File: src/uar_pkg.sv
// uar_pkg: register map, field positions, reset values and timing constants
// assumes a 20 MHz core clock and a byte-wide register port
package uar_pkg;
  localparam logic [11:0] CTRL0_OFF  = 12'h420;
  localparam logic [11:0] CTRL1_OFF  = 12'h424;
  localparam logic [11:0] MATCH0_OFF = 12'h428;
  localparam logic [11:0] MASK0_OFF  = 12'h429;
  localparam logic [11:0] MATCH1_OFF = 12'h42c;
  localparam logic [11:0] MASK1_OFF  = 12'h42d;
  localparam logic [11:0] TXD0_OFF   = 12'h430;
  localparam logic [11:0] RXD0_OFF   = 12'h431;
  localparam logic [11:0] TXD1_OFF   = 12'h434;
  localparam logic [11:0] RXD1_OFF   = 12'h435;
  localparam logic [11:0] BAUD_OFF   = 12'h438;
  localparam logic [11:0] ISTAT_OFF  = 12'h43c;
  localparam logic [11:0] IMASK_OFF  = 12'h43d;
  // control register field positions
  localparam int CTL_MODEH = 7;
  localparam int CTL_MODEL = 6;
  localparam int CTL_MPCE  = 5;
  localparam int CTL_REN   = 4;
  localparam int CTL_TB8   = 3;
  localparam int CTL_RB8   = 2;
  localparam int CTL_TI    = 1;
  localparam int CTL_RI    = 0;
  localparam logic [7:0] CTRL_RST  = 8'h00;
  localparam logic [7:0] MATCH_RST = 8'h00;
  localparam logic [7:0] MASK_RST  = 8'h00;
  localparam logic [7:0] BAUD_RST  = 8'h0f;
  localparam logic [3:0] IRQ_RST   = 4'h0;
  // fixed bit rates as core clocks per bit
  localparam logic [7:0] DIV_MODE0 = 8'd16;
  localparam logic [7:0] DIV_MODE2 = 8'd32;
  typedef enum logic [1:0] {
    MODE_SHIFT, MODE_UART8, MODE_UART9F, MODE_UART9V
  } uar_mode_t;
endpackage : uar_pkg

File: src/uar_chan_if.sv
// uar_chan_if: control/status bundle between top and one channel engine
// assumes one clock domain shared by both sides
`timescale 1ns/1ns
interface uar_chan_if;
  logic [7:0] ctrl;       // control register image
  logic [7:0] matchVal;
  logic [7:0] matchMask;
  logic [7:0] baudDiv;
  logic       txStart;    // pulse, txData valid
  logic [7:0] txData;
  logic       txDone;     // pulse when transmitter free again
  logic       rxDone;     // pulse when frame accepted
  logic [7:0] rxData;
  logic       rxNinth;
  logic       rxNinthWe;  // load rx_ninth_bit
  modport top  (output ctrl, matchVal, matchMask, baudDiv, txStart, txData,
                input txDone, rxDone, rxData, rxNinth, rxNinthWe);
  modport chan (input ctrl, matchVal, matchMask, baudDiv, txStart, txData,
                output txDone, rxDone, rxData, rxNinth, rxNinthWe);
endinterface : uar_chan_if

File: src/uar_channel.sv
// uar_channel: one serial transmitter/receiver with address recognition
// assumes rxPin already synchronised by the caller
`timescale 1ns/1ns
module uar_channel
  import uar_pkg::*;
(
  input  wire logic clk,
  input  wire logic rst_n,
  uar_chan_if.chan  cif,
  input  wire logic rxPin,
  output logic      txPin
);
  typedef enum logic [1:0] {IDLE, START, BITS, STOP} uar_ph_t;
  uar_ph_t    txSt_q, txSt_d, rxSt_q, rxSt_d;
  logic [7:0] txCnt_q, txCnt_d, rxCnt_q, rxCnt_d;
  logic [3:0] txBit_q, txBit_d, rxBit_q, rxBit_d;
  logic [8:0] txSh_q, txSh_d, rxSh_q, rxSh_d;
  logic       txPin_d, txPin_q;
  logic [7:0] div, nbits, given, bcast, addr;
  logic       nine, mpce, hit, frameOk, stopBit;
  uar_mode_t  mode;
  assign mode  = uar_mode_t'({cif.ctrl[CTL_MODEH], cif.ctrl[CTL_MODEL]});
  assign mpce  = cif.ctrl[CTL_MPCE];
  assign nine  = mode == MODE_UART9F || mode == MODE_UART9V;
  assign div   = mode == MODE_SHIFT  ? DIV_MODE0 :
                 mode == MODE_UART9F ? DIV_MODE2 : cif.baudDiv;
  assign nbits = nine ? 8'd9 : 8'd8;
  // given and broadcast patterns; zero mask bits and zero broadcast bits are don't-care
  assign given = cif.matchVal & cif.matchMask;
  assign bcast = cif.matchVal | cif.matchMask;
  assign addr  = rxSh_q[7:0];
  assign hit   = ((addr & cif.matchMask) == given)
               || ((addr & bcast) == bcast);
  assign stopBit = rxPin;
  // ninth bit must be one for an address; compare only under mpce
  always_comb begin
    frameOk = 1'b1;
    if (mpce && nine)
      frameOk = rxSh_q[8] && hit;
    else if (mpce && mode == MODE_UART8)
      frameOk = stopBit;
  end
  // transmitter: start, 8 or 9 bits lsb first, stop
  always_comb begin
    txSt_d = txSt_q; txCnt_d = txCnt_q; txBit_d = txBit_q;
    txSh_d = txSh_q; txPin_d = txPin_q; cif.txDone = 1'b0;
    if (txSt_q != IDLE && txCnt_q != 8'd1) txCnt_d = txCnt_q - 8'd1;
    unique case (txSt_q)
      IDLE: if (cif.txStart) begin
        txSh_d = {cif.ctrl[CTL_TB8], cif.txData};
        txSt_d = START; txCnt_d = div; txPin_d = 1'b0;
      end
      START: if (txCnt_q == 8'd1) begin
        txSt_d = BITS; txCnt_d = div; txBit_d = 4'd0; txPin_d = txSh_q[0];
      end
      BITS: if (txCnt_q == 8'd1) begin
        txCnt_d = div;
        if ({4'h0, txBit_q} == nbits - 8'd1) begin
          txSt_d = STOP; txPin_d = 1'b1;
        end else begin
          txBit_d = txBit_q + 4'd1;
          txSh_d  = {1'b0, txSh_q[8:1]};
          txPin_d = txSh_q[1];
        end
      end
      STOP: if (txCnt_q == 8'd1) begin
        txSt_d = IDLE; cif.txDone = 1'b1;
      end
    endcase
  end
  // receiver: samples mid-bit; a start bit is only taken while reception enabled
  always_comb begin
    rxSt_d = rxSt_q; rxCnt_d = rxCnt_q; rxBit_d = rxBit_q; rxSh_d = rxSh_q;
    cif.rxDone = 1'b0; cif.rxNinthWe = 1'b0; cif.rxNinth = 1'b0;
    if (rxSt_q != IDLE && rxCnt_q != 8'd1) rxCnt_d = rxCnt_q - 8'd1;
    unique case (rxSt_q)
      IDLE: if (cif.ctrl[CTL_REN] && !rxPin) begin
        rxSt_d = START; rxCnt_d = {1'b0, div[7:1]};
      end
      START: if (rxCnt_q == 8'd1) begin
        // a glitch shorter than half a bit is dropped
        rxSt_d = rxPin ? IDLE : BITS; rxCnt_d = div; rxBit_d = 4'd0;
      end
      BITS: if (rxCnt_q == 8'd1) begin
        rxCnt_d = div;
        rxSh_d  = nine ? {rxPin, rxSh_q[8:1]} : {1'b0, rxPin, rxSh_q[7:1]};
        if ({4'h0, rxBit_q} == nbits - 8'd1) rxSt_d = STOP;
        else rxBit_d = rxBit_q + 4'd1;
      end
      STOP: if (rxCnt_q == 8'd1) begin
        rxSt_d = IDLE;
        if (frameOk) begin
          cif.rxDone = 1'b1;
          if (mode != MODE_SHIFT) begin
            cif.rxNinthWe = 1'b1;
            cif.rxNinth   = nine ? rxSh_q[8] : stopBit;
          end
        end
      end
    endcase
  end
  assign cif.rxData = rxSh_q[7:0];
  assign txPin      = txPin_q;
  // state registers only
  always_ff @(posedge clk or negedge rst_n) begin
    if (!rst_n) begin
      txSt_q <= IDLE; txCnt_q <= 8'h00; txBit_q <= 4'h0; txSh_q <= 9'h000;
      txPin_q <= 1'b1; rxSt_q <= IDLE; rxCnt_q <= 8'h00; rxBit_q <= 4'h0;
      rxSh_q <= 9'h000;
    end else begin
      txSt_q <= txSt_d; txCnt_q <= txCnt_d; txBit_q <= txBit_d;
      txSh_q <= txSh_d; txPin_q <= txPin_d; rxSt_q <= rxSt_d;
      rxCnt_q <= rxCnt_d; rxBit_q <= rxBit_d; rxSh_q <= rxSh_d;
    end
  end
endmodule : uar_channel

File: src/uar_ctrl.sv
// uar_ctrl: two serial channels with address recognition and register port
// assumes rxd pins are asynchronous; register port on the core clock
//
// Local design decision: strobed register access.
`timescale 1ns/1ns
// Behaviour
// - broadcast pattern is match OR mask
// - zero bits of broadcast pattern ignored
// - match and mask registers reset to zero
// - all-zero registers accept any address
// - receive only while receive enable set
// - ninth bit or stop bit into rx_ninth_bit
// - tx done set by hardware, software clears
// - given pattern is match AND mask
// - nine-bit compare sets rx done on hit
// - address bytes carry ninth bit one
// - compare off: every character sets rx done
module uar_ctrl
  import uar_pkg::*;
(
  input  wire logic        clk,
  input  wire logic        rst_n,
  input  wire logic [11:0] regAddr,
  input  wire logic [7:0]  regWdata,
  input  wire logic        regWr,
  input  wire logic        regRd,
  output logic      [7:0]  regRdata,
  input  wire logic [1:0]  rxdPin,
  output logic      [1:0]  txdPin,
  output logic             irq
);
  import uar_pkg::*;
  uar_chan_if cif0 ();
  uar_chan_if cif1 ();
  logic [7:0] ctrl_q [2], ctrl_d [2];
  logic [7:0] match_q [2], match_d [2];
  logic [7:0] mask_q [2], mask_d [2];
  logic [7:0] rxBuf_q [2], rxBuf_d [2];
  logic [7:0] baud_q, baud_d;
  logic [3:0] istat_q, istat_d, imask_q, imask_d;
  logic [7:0] rdata_d, rdata_q;
  logic [1:0] sync1_q, sync2_q;
  logic [1:0] txDone, rxDone, rxNinthWe, rxNinth, txStart;
  logic [7:0] rxData [2];
  logic [7:0] txData_q, txData_d;

  // two-flop synchroniser for the serial inputs
  always_ff @(posedge clk or negedge rst_n) begin
    if (!rst_n) begin
      sync1_q <= 2'h3;
      sync2_q <= 2'h3;
    end else begin
      sync1_q <= rxdPin;
      sync2_q <= sync1_q;
    end
  end

  // channel bundles
  assign cif0.ctrl      = ctrl_q[0];
  assign cif0.matchVal  = match_q[0];
  assign cif0.matchMask = mask_q[0];
  assign cif0.baudDiv   = baud_q;
  assign cif0.txStart   = txStart[0];
  assign cif0.txData    = txData_q;
  assign cif1.ctrl      = ctrl_q[1];
  assign cif1.matchVal  = match_q[1];
  assign cif1.matchMask = mask_q[1];
  assign cif1.baudDiv   = baud_q;
  assign cif1.txStart   = txStart[1];
  assign cif1.txData    = txData_q;
  assign txDone    = {cif1.txDone, cif0.txDone};
  assign rxDone    = {cif1.rxDone, cif0.rxDone};
  assign rxNinthWe = {cif1.rxNinthWe, cif0.rxNinthWe};
  assign rxNinth   = {cif1.rxNinth, cif0.rxNinth};
  assign rxData[0] = cif0.rxData;
  assign rxData[1] = cif1.rxData;

  // one engine per channel; mode decode inside follows the two mode bits
  uar_channel u_chan0 (
    .clk   (clk),
    .rst_n (rst_n),
    .cif   (cif0),
    .rxPin (sync2_q[0]),
    .txPin (txdPin[0])
  );
  uar_channel u_chan1 (
    .clk   (clk),
    .rst_n (rst_n),
    .cif   (cif1),
    .rxPin (sync2_q[1]),
    .txPin (txdPin[1])
  );

  // tx start is delayed one cycle so txData_q holds the written byte
  logic [1:0] txGo_q, txGo_d;
  assign txStart = txGo_q;

  // register writes, hardware flag updates; hardware sets beat clears
  always_comb begin
    logic [11:0] cOff;
    cOff = 12'h000;
    baud_d = baud_q; imask_d = imask_q; istat_d = istat_q;
    txData_d = txData_q; txGo_d = 2'b00;
    for (int c = 0; c < 2; c++) begin
      cOff = c == 0 ? 12'h000 : 12'h004;
      ctrl_d[c] = ctrl_q[c]; match_d[c] = match_q[c];
      mask_d[c] = mask_q[c]; rxBuf_d[c] = rxBuf_q[c];
      if (regWr) begin
        if (regAddr == CTRL0_OFF + cOff) ctrl_d[c] = regWdata;
        if (regAddr == MATCH0_OFF + cOff) match_d[c] = regWdata;
        if (regAddr == MASK0_OFF + cOff) mask_d[c] = regWdata;
        if (regAddr == TXD0_OFF + cOff) begin
          txData_d = regWdata;
          txGo_d[c] = 1'b1;
        end
      end
      if (rxNinthWe[c]) ctrl_d[c][CTL_RB8] = rxNinth[c];
      if (txDone[c]) ctrl_d[c][CTL_TI] = 1'b1;
      if (rxDone[c]) begin
        ctrl_d[c][CTL_RI] = 1'b1;
        rxBuf_d[c] = rxData[c];
      end
    end
    if (regWr && regAddr == BAUD_OFF) baud_d = regWdata;
    if (regWr && regAddr == IMASK_OFF) imask_d = regWdata[3:0];
    if (regWr && regAddr == ISTAT_OFF) istat_d = istat_q & ~regWdata[3:0];
    // status: rx0, tx0, rx1, tx1 events, sticky
    istat_d = istat_d | {txDone[1], rxDone[1], txDone[0], rxDone[0]};
  end

  // read data, registered: stands the cycle after the strobe
  always_comb begin
    rdata_d = 8'h00;
    if (regRd) begin
      unique case (regAddr)
        CTRL0_OFF:  rdata_d = ctrl_q[0];
        CTRL1_OFF:  rdata_d = ctrl_q[1];
        MATCH0_OFF: rdata_d = match_q[0];
        MASK0_OFF:  rdata_d = mask_q[0];
        MATCH1_OFF: rdata_d = match_q[1];
        MASK1_OFF:  rdata_d = mask_q[1];
        RXD0_OFF:   rdata_d = rxBuf_q[0];
        RXD1_OFF:   rdata_d = rxBuf_q[1];
        BAUD_OFF:   rdata_d = baud_q;
        ISTAT_OFF:  rdata_d = {4'h0, istat_q};
        IMASK_OFF:  rdata_d = {4'h0, imask_q};
        default:    rdata_d = 8'h00;                 // unmapped reads zero
      endcase
    end
  end

  always_ff @(posedge clk or negedge rst_n) begin
    if (!rst_n) begin
      for (int c = 0; c < 2; c++) begin
        ctrl_q[c]  <= CTRL_RST;
        match_q[c] <= MATCH_RST;
        mask_q[c]  <= MASK_RST;
        rxBuf_q[c] <= 8'h00;
      end
      baud_q <= BAUD_RST; istat_q <= IRQ_RST; imask_q <= IRQ_RST;
      rdata_q <= 8'h00; txData_q <= 8'h00; txGo_q <= 2'b00;
    end else begin
      for (int c = 0; c < 2; c++) begin
        ctrl_q[c]  <= ctrl_d[c];
        match_q[c] <= match_d[c];
        mask_q[c]  <= mask_d[c];
        rxBuf_q[c] <= rxBuf_d[c];
      end
      baud_q <= baud_d; istat_q <= istat_d; imask_q <= imask_d;
      rdata_q <= rdata_d; txData_q <= txData_d; txGo_q <= txGo_d;
    end
  end

  assign regRdata = rdata_q;
  // level interrupt while any unmasked sticky bit stands
  assign irq = |(istat_q & imask_q);
endmodule : uar_ctrl

File: config.mk
export PLATFORM = sky130hd
export DESIGN_NAME = uar_ctrl
export DESIGN_NICKNAME = d
export VERILOG_FILES = /design/src/uar_pkg.sv /design/src/uar_chan_if.sv /design/src/uar_channel.sv /design/src/uar_ctrl.sv
export SDC_FILE = /design/constraint.sdc
export NUM_CORES = 1
export LEC_CHECK = 0
export ABC_AREA = 1
export BUFFER_PORTS_ARGS = -buffer_cell sky130_fd_sc_hd__buf_2
export CELL_PAD_IN_SITES_DETAIL_PLACEMENT = 0
export CELL_PAD_IN_SITES_GLOBAL_PLACEMENT = 1
export CORE_ASPECT_RATIO = 2
export CORE_MARGIN = 3
export CORE_UTILIZATION = 42
export DETAILED_ROUTE_END_ITERATION = 12
export PLACE_DENSITY = 0.73
export SLEW_MARGIN = 30
export SYNTH_ARGS = -nofsm -noshare
export SYNTH_HDL_FRONTEND = slang
export SYNTH_SLANG_ARGS = --single-unit
export TNS_END_PERCENT = 5
File: constraint.sdc
create_clock -name clk -period 1.9 [get_ports clk]
set_clock_uncertainty 0.15 [all_clocks]
set_input_delay 0.38 -clock clk [delete_from_list [all_inputs] [get_ports clk]]
set_output_delay 0.38 -clock clk [all_outputs]
set_load 0.05 [all_outputs]
==> After elaboration in Yosys (flattened, before gate mapping) <==
Cells that the tools add are included.
W data, S select, Z words.
{ "classes": {"add_sub_neg": 10, "mul": 0, "div": 0, "n_lt_le_gt_ge": 0, "n_eq_ne": 71, "shift": 0, "mux": 137, "n_bitwise": 12, "n_reduce_logical": 84} }
{ "op_table": {"columns": ["operator", "count"], "rows": [
  ["$mux W8", 21],
  ["$eq A12 B11 Y1 const B", 13],
  ["$pmux W8 S11", 1],
  ["$mux W9", 8],
  ["$pmux W8 S2", 4],
  ["$mux W1", 52],
  ["$mux W4", 13],
  ["$and A8 B8 Y8", 6],
  ["$reduce_bool A2 Y1", 24],
  ["$sub A8 B1 Y8 const B", 6],
  ["$mux W2", 22],
  ["$ne A2 B1 Y1 const B", 18],
  ["$pmux W9 S2", 2],
  ["$eq A4 B8 Y1", 4],
  ["$eq A8 B1 Y1 const B", 4],
  ["$eq A8 B8 Y1", 4],
  ["$ne A8 B1 Y1 const B", 4],
  ["$pmux W2 S4", 4],
  ["$pmux W4 S2", 4],
  ["$reduce_and A4 Y1", 8],
  ["$reduce_and A2 Y1", 14],
  ["$eq A2 B2 Y1 const B", 12],
  ["$reduce_and A5 Y1", 4],
  ["$add A4 B1 Y4 const B", 4],
  ["other kinds (15)", 58]
]} }
{ "totals": {"ff_bits": 196, "latchBits": 0, "ram_bits": 0, "mem_bits_ro": 0, "mem_count": 0} }

==> Logic depth before layout (Yosys ltp) <==
{ "depth": {"word_depth": 11, "ltp_mapped": 13, "depth_no_buf": 13} }

==> Cells and area by module <==
Synthesis repeated with hierarchy kept, for this count alone.
{ "unflattened": {"hier_cells": 1508, "hier_area_um2": 11354.6} }
{ "by_module_without_submodules": {"columns": ["module", "n_inst", "cells_per_inst", "area_per_inst_um2", "seq_area_each_um2"], "rows": [
  ["uar_ctrl", 1, 600, 4913.5, 2562.5],
  ["uar_channel at u_chan1", 1, 456, 3230.6, 1177.4],
  ["uar_channel at u_chan0", 1, 452, 3210.6, 1177.4]
]} }

==> Worst setup path after synthesis <==
No wires, ideal clock.
{ "synth_timing": {"path_kind": "register -> register", "startpoint": "reg u_chan0.txCnt_q[1]", "endpoint": "reg u_chan0.txSh_q[0]", "setup_time_ns": 0.126, "arrival_time_ns": 1.516, "path_slack_ns": 0.109, "path_stages_with_launch": 11, "n_path_buf": 2, "path_cell_list": "dfrtp_1 > inv_1 > ha_1 > nand3_1 > nor2_2 > inv_2 > a21oi_1 > and3_1 > buf_2 > buf_4 > o21ai_0"} }
{ "synth_between": {"elab_chain_cells": 3} }
{ "synth_rtl": {"columns": ["item", "line_no", "source"], "rows": [
  ["start: declaration", "uar_channel.sv:15", "logic [7:0] txCnt_q, txCnt_d, rxCnt_q, rxCnt_d;"],
  ["start signal: assignment", "uar_channel.sv:111", "txSt_q <= txSt_d; txCnt_q <= txCnt_d; txBit_q <= txBit_d;"],
  ["$eq A8 B1 Y1", "uar_channel.sv:56", "BITS: if (txCnt_q == 8'd1) begin"],
  ["$ne A2 B1 Y1 (no line)", null, null],
  ["$reduce_and A4 Y1 (no line)", null, null],
  ["end signal: assignment", "uar_channel.sv:112", "txSh_q <= txSh_d; txPin_q <= txPin_d; rxSt_q <= rxSt_d;"],
  ["end: declaration", "uar_channel.sv:17", "logic [8:0] txSh_q, txSh_d, rxSh_q, rxSh_d;"]
]} }
No other way between the ends.
A chain may end at the register's enable or synchronous reset.

==> Worst setup path in the final report <==
{ "layout_timing": {"startpoint": "reg istat_q[3]", "endpoint": "out irq"} }
{ "layout_between": {"elab_chain_cells": 2} }
{ "layout_rtl": {"columns": ["item", "line_no", "source"], "rows": [
  ["start: declaration", "uar_ctrl.sv:40", "logic [3:0] istat_q, istat_d, imask_q, imask_d;"],
  ["start signal: assignment", "uar_ctrl.sv:169", "baud_q <= baud_d; istat_q <= istat_d; imask_q <= imask_d;"],
  ["$and A4 B4 Y4", "uar_ctrl.sv:176", "assign irq = |(istat_q & imask_q);"],
  ["$reduce_or A4 Y1", "uar_ctrl.sv:176", null],
  ["end: declaration", "uar_ctrl.sv:30", "output logic irq"]
]} }
No other way between the ends.

==> summary.md <==
| Metric | Value |
|---|---|
| Setup slack of the critical path after layout | `0.06964 ns` |
| Die width | `120.0 um` |
| Warnings from Yosys | `0` |
| Die Height | `234.0 um` |
| Critical Path RT | `1.37 ns` |
| Synthesis-stage register bit count | `196` |
| Post-route DRC | `0` |
| Largest family of logic cells by synthesized area | `simple AND/OR/NAND/NOR gates` |
| DP Worst Slack | `-0.1771 ns` |
| Worst Hold Class | `primary input to flop` |
| Mux contribution to synthesized area | `0` |
| Fin cells | `1933` |
| GRT Resource Usage Total | `0.2377` |
| Port bufs | `36` |
| Row count | `82` |
| Worst setup EP type | `output port` |
| Syn Std Cell Area | `0.01092 mm2` |
| Root Driver | `clkbuf_16` |
| FFs w/ async S/R, synth | `1.000` |
| Worst slew pin tran | `0.7418 ns` |
| Number of I/O pins | `37` |
| First-pass GRT wire length | `51100 um` |
| Via count | `9722` |
| Setup Viol. Count Final | `0` |
| Clk buf depth | `2` |
| RSZ-0062 raised after global routing | `yes` |
| Peak VDD IR | `619.7 uV` |
| Library cells used by synthesis | `42` |
| Number of CTS-inserted buffers | `17` |
| Post-synthesis xor/xnor area fraction | `0.01444` |
| Final Hold Fails | `0` |
| Share of post-route cells with drive strength above 1 | `0.1847` |
| Max transition margin | `0.5049` |
| Startpoint types | `flop` |
| Commonest non-fill, non-tap cells in the layout | `425 x nand2_1, 183 x inv_1, 183 x dfrtp_1` |
| Final period util | `0.9633` |
| H-tree depth | `4` |
| Wire per inst | `16.67 um` |
| Drt initial violations | `628` |
| # Max-Cap Violations | `0` |
| Status | `finished clean` |
| Clk slew on worst S/H paths | `0.07 ns` |
| Max Freq | `546.3 MHz` |
| Dpl cell area | `0.01224 mm2` |
| Fin Hold WS | `0.03089 ns` |
| Avg Vias per Cell | `5.029` |
| Register area share after synthesis | `0.4505` |
| CTS tree | `built` |
| Post-synthesis adder-cell area fraction | `0.03439` |
| Worst-path fanout max | `3` |
| Vias in the first global route | `9781` |
| Pwr/cell area | `1130 mW/mm2` |
| Post-synthesis simple-gate area fraction | `0.2752` |
| GRT Residual Overflow | `0` |
| WL final | `32220 um` |
| Antenna cell count | `0` |
| Core Footprint | `0.02534 mm2` |
| Power Total | `14.90 mW` |
| Mapped Avg Cell Area | `7.549 um2` |
| Final #Nets | `1640` |
| Synth Area in Compound Gates | `0.1421` |
| Initial core utilization | `0.4307` |
| Clk Latency, worst-skew pair | `0.45 ns` |
| Most common cell after layout, fill and taps aside | `nand2_1` |
| DIE AREA | `0.02808 mm2` |
| Sink Count | `196` |
| DP Cell Count | `1892` |
| Critical path type | `flop to output port` |
| Mapped Cells | `1446` |
| Initial antenna violation count | `0` |
| Pin count of the biggest net entering global routing | `57` |
| Slew Viols, Final | `0` |
| CP arrival | `1.30 ns` |
| Crit path time final | `1.830 ns` |
| Routability cong. | `0.9741` |
| Post-route cell area | `0.01318 mm2` |
| DP Wirelength | `25110 um` |
| First drt pass iteration count | `6` |
| Area Overhead vs Synth | `20.75%` |
| Post-DRT Antenna Nets | `0` |
| Top_reg_cell synth | `dfrtp_1` |
| Leakage | `6.365 nW` |
| Post-synth EDFFs | `0` |
| Filler cell count | `2501` |
| Syn_nets | `1502` |
[power breakdown]
group          internal [mW]  switching, mW  total (mW)  leakage, nW
logic                   2.19           3.33        5.52         3.45
registers               4.69          0.360        5.05         2.58
clock network           2.64           1.69        4.33        0.334
[flip-flops by register name, summed over array words and instances (netlist names), 8 cells and up, named ones only]
signal,flops
cif0.matchVal,8
cif0.txData,8
cif1.matchMask,8
cif0.ctrl,8
cif1.matchVal,8
u_chan1.rxCnt_q,8
u_chan0.rxCnt_q,8
u_chan0.txCnt_q,8
cif0.matchMask,8
regRdata,8
u_chan1.rxSh_q,9
u_chan1.txCnt_q,8
rxBuf_q,16
u_chan0.rxSh_q,9
u_chan1.txSh_q,9
cif1.ctrl,8
u_chan0.txSh_q,9
baud_q,8
[cell families (layout without fill, tap and decap cells)]
family          Yosys count  after routing
xor+xnor                 18             18
buf+inv                 229            378
flops                   196            196
simple gates            693            695
fa+ha+maj                30             30
compound gates          280            280
[critical path: stages (launching register included)]
cell and delay (ns):
dfrtp_1 0.41, nand2_1 0.12, o2111ai_2 0.12, buf_4 0.20
[synthesized netlist by cell type (all sizes together) (2+ instances only)]
master / n / share of area
a21oi: 20 / 0.0092
dfstp: 10 / 0.024
o22ai: 25 / 0.014
buf: 15 / 0.0093
dfrtp: 186 / 0.43
nand3: 86 / 0.041
o21bai: 2 / 0.0014
ha: 30 / 0.034
clkinv: 3 / 0.0011
xnor2: 2 / 0.0016
o21ai: 213 / 0.10
clkbuf: 10 / 0.0036
o211ai: 9 / 0.0062
nor3: 16 / 0.0078
nand2: 445 / 0.16
inv: 201 / 0.069
xor2: 16 / 0.013
o21a: 3 / 0.0021
a211oi: 2 / 0.0014
nand4: 21 / 0.012
nor2: 123 / 0.055
o31ai: 4 / 0.0028
[per-layer routing]
layer | vias to the layer above | track usage | wire, um | part of all wire
li1 | 4943 | - | - | -
met1 | 4529 | 0.2451 | 11930 | 0.37
met2 | 178 | 0.4615 | 17990 | 0.56
met3 | 72 | 0.02896 | 852 | 0.026
met4 | 0 | 0.1223 | 1440 | 0.045
met5 | - | 0 | 0 | 0
[final timing paths]
| kind | start | end | slack, ns | cells after the start |
|---|---|---|---|---|
| setup / recovery | istat_q[3]$_DFF_PN0_ | irq | 0.07 | 3 |
| hold reg to reg | sync1_q[1]$_DFF_PN1_ | sync2_q[1]$_DFF_PN1_ | 0.21 | 0 |
| setup reg to reg | u_chan0.txSt_q[0]$_DFFE_PN0P_ | u_chan0.txSh_q[1]$_DFFE_PN0P_ | 0.09 | 8 |
| min in group asynchronous | rst_n | u_chan0.rxBit_q[2]$_DFFE_PN0P_ | 0.25 | 2 |
| max in group asynchronous | rst_n | sync1_q[1]$_DFF_PN1_ | 0.70 | 3 |
| hold / removal | regWdata[7] | cif1.ctrl[7]$_DFFE_PN0P_ | 0.03 | 3 |
[cell type report]
| class | count | area [um2] | area share |
|---|---|---|---|
| clock buffers | 19 | 442.9 | 0.03361 |
| clock inverters | 13 | 252.7 | 0.01918 |
| inverters | 204 | 769.5 | 0.05838 |
| multi-input cells | 1023 | 5263 | 0.3993 |
| flip-flops and latches | 196 | 4921 | 0.3734 |
| well taps | 336 | 420.4 | 0.03190 |
| repair buffers | 142 | 1111 | 0.08430 |
[repair_timing]
action,in CTS,in global routing
setup buffers,0,4
gates cloned,1,1
pin swaps,1,12
hold endpoints to repair,29,0
resized for setup,3,57
setup endpoints to repair,10,85
hold buffers,3,0
[per-stage QoR]
step | util | setup TNS [ns]
finish | 0.5201 | 0
global route | 0.5201 | -0.4104
CTS | 0.5121 | 0
detailed placement | 0.4830 | -3.604
global placement | 0.4830 | -2.308
floorplan | - | 0
(Power assumes the default switching activity.)
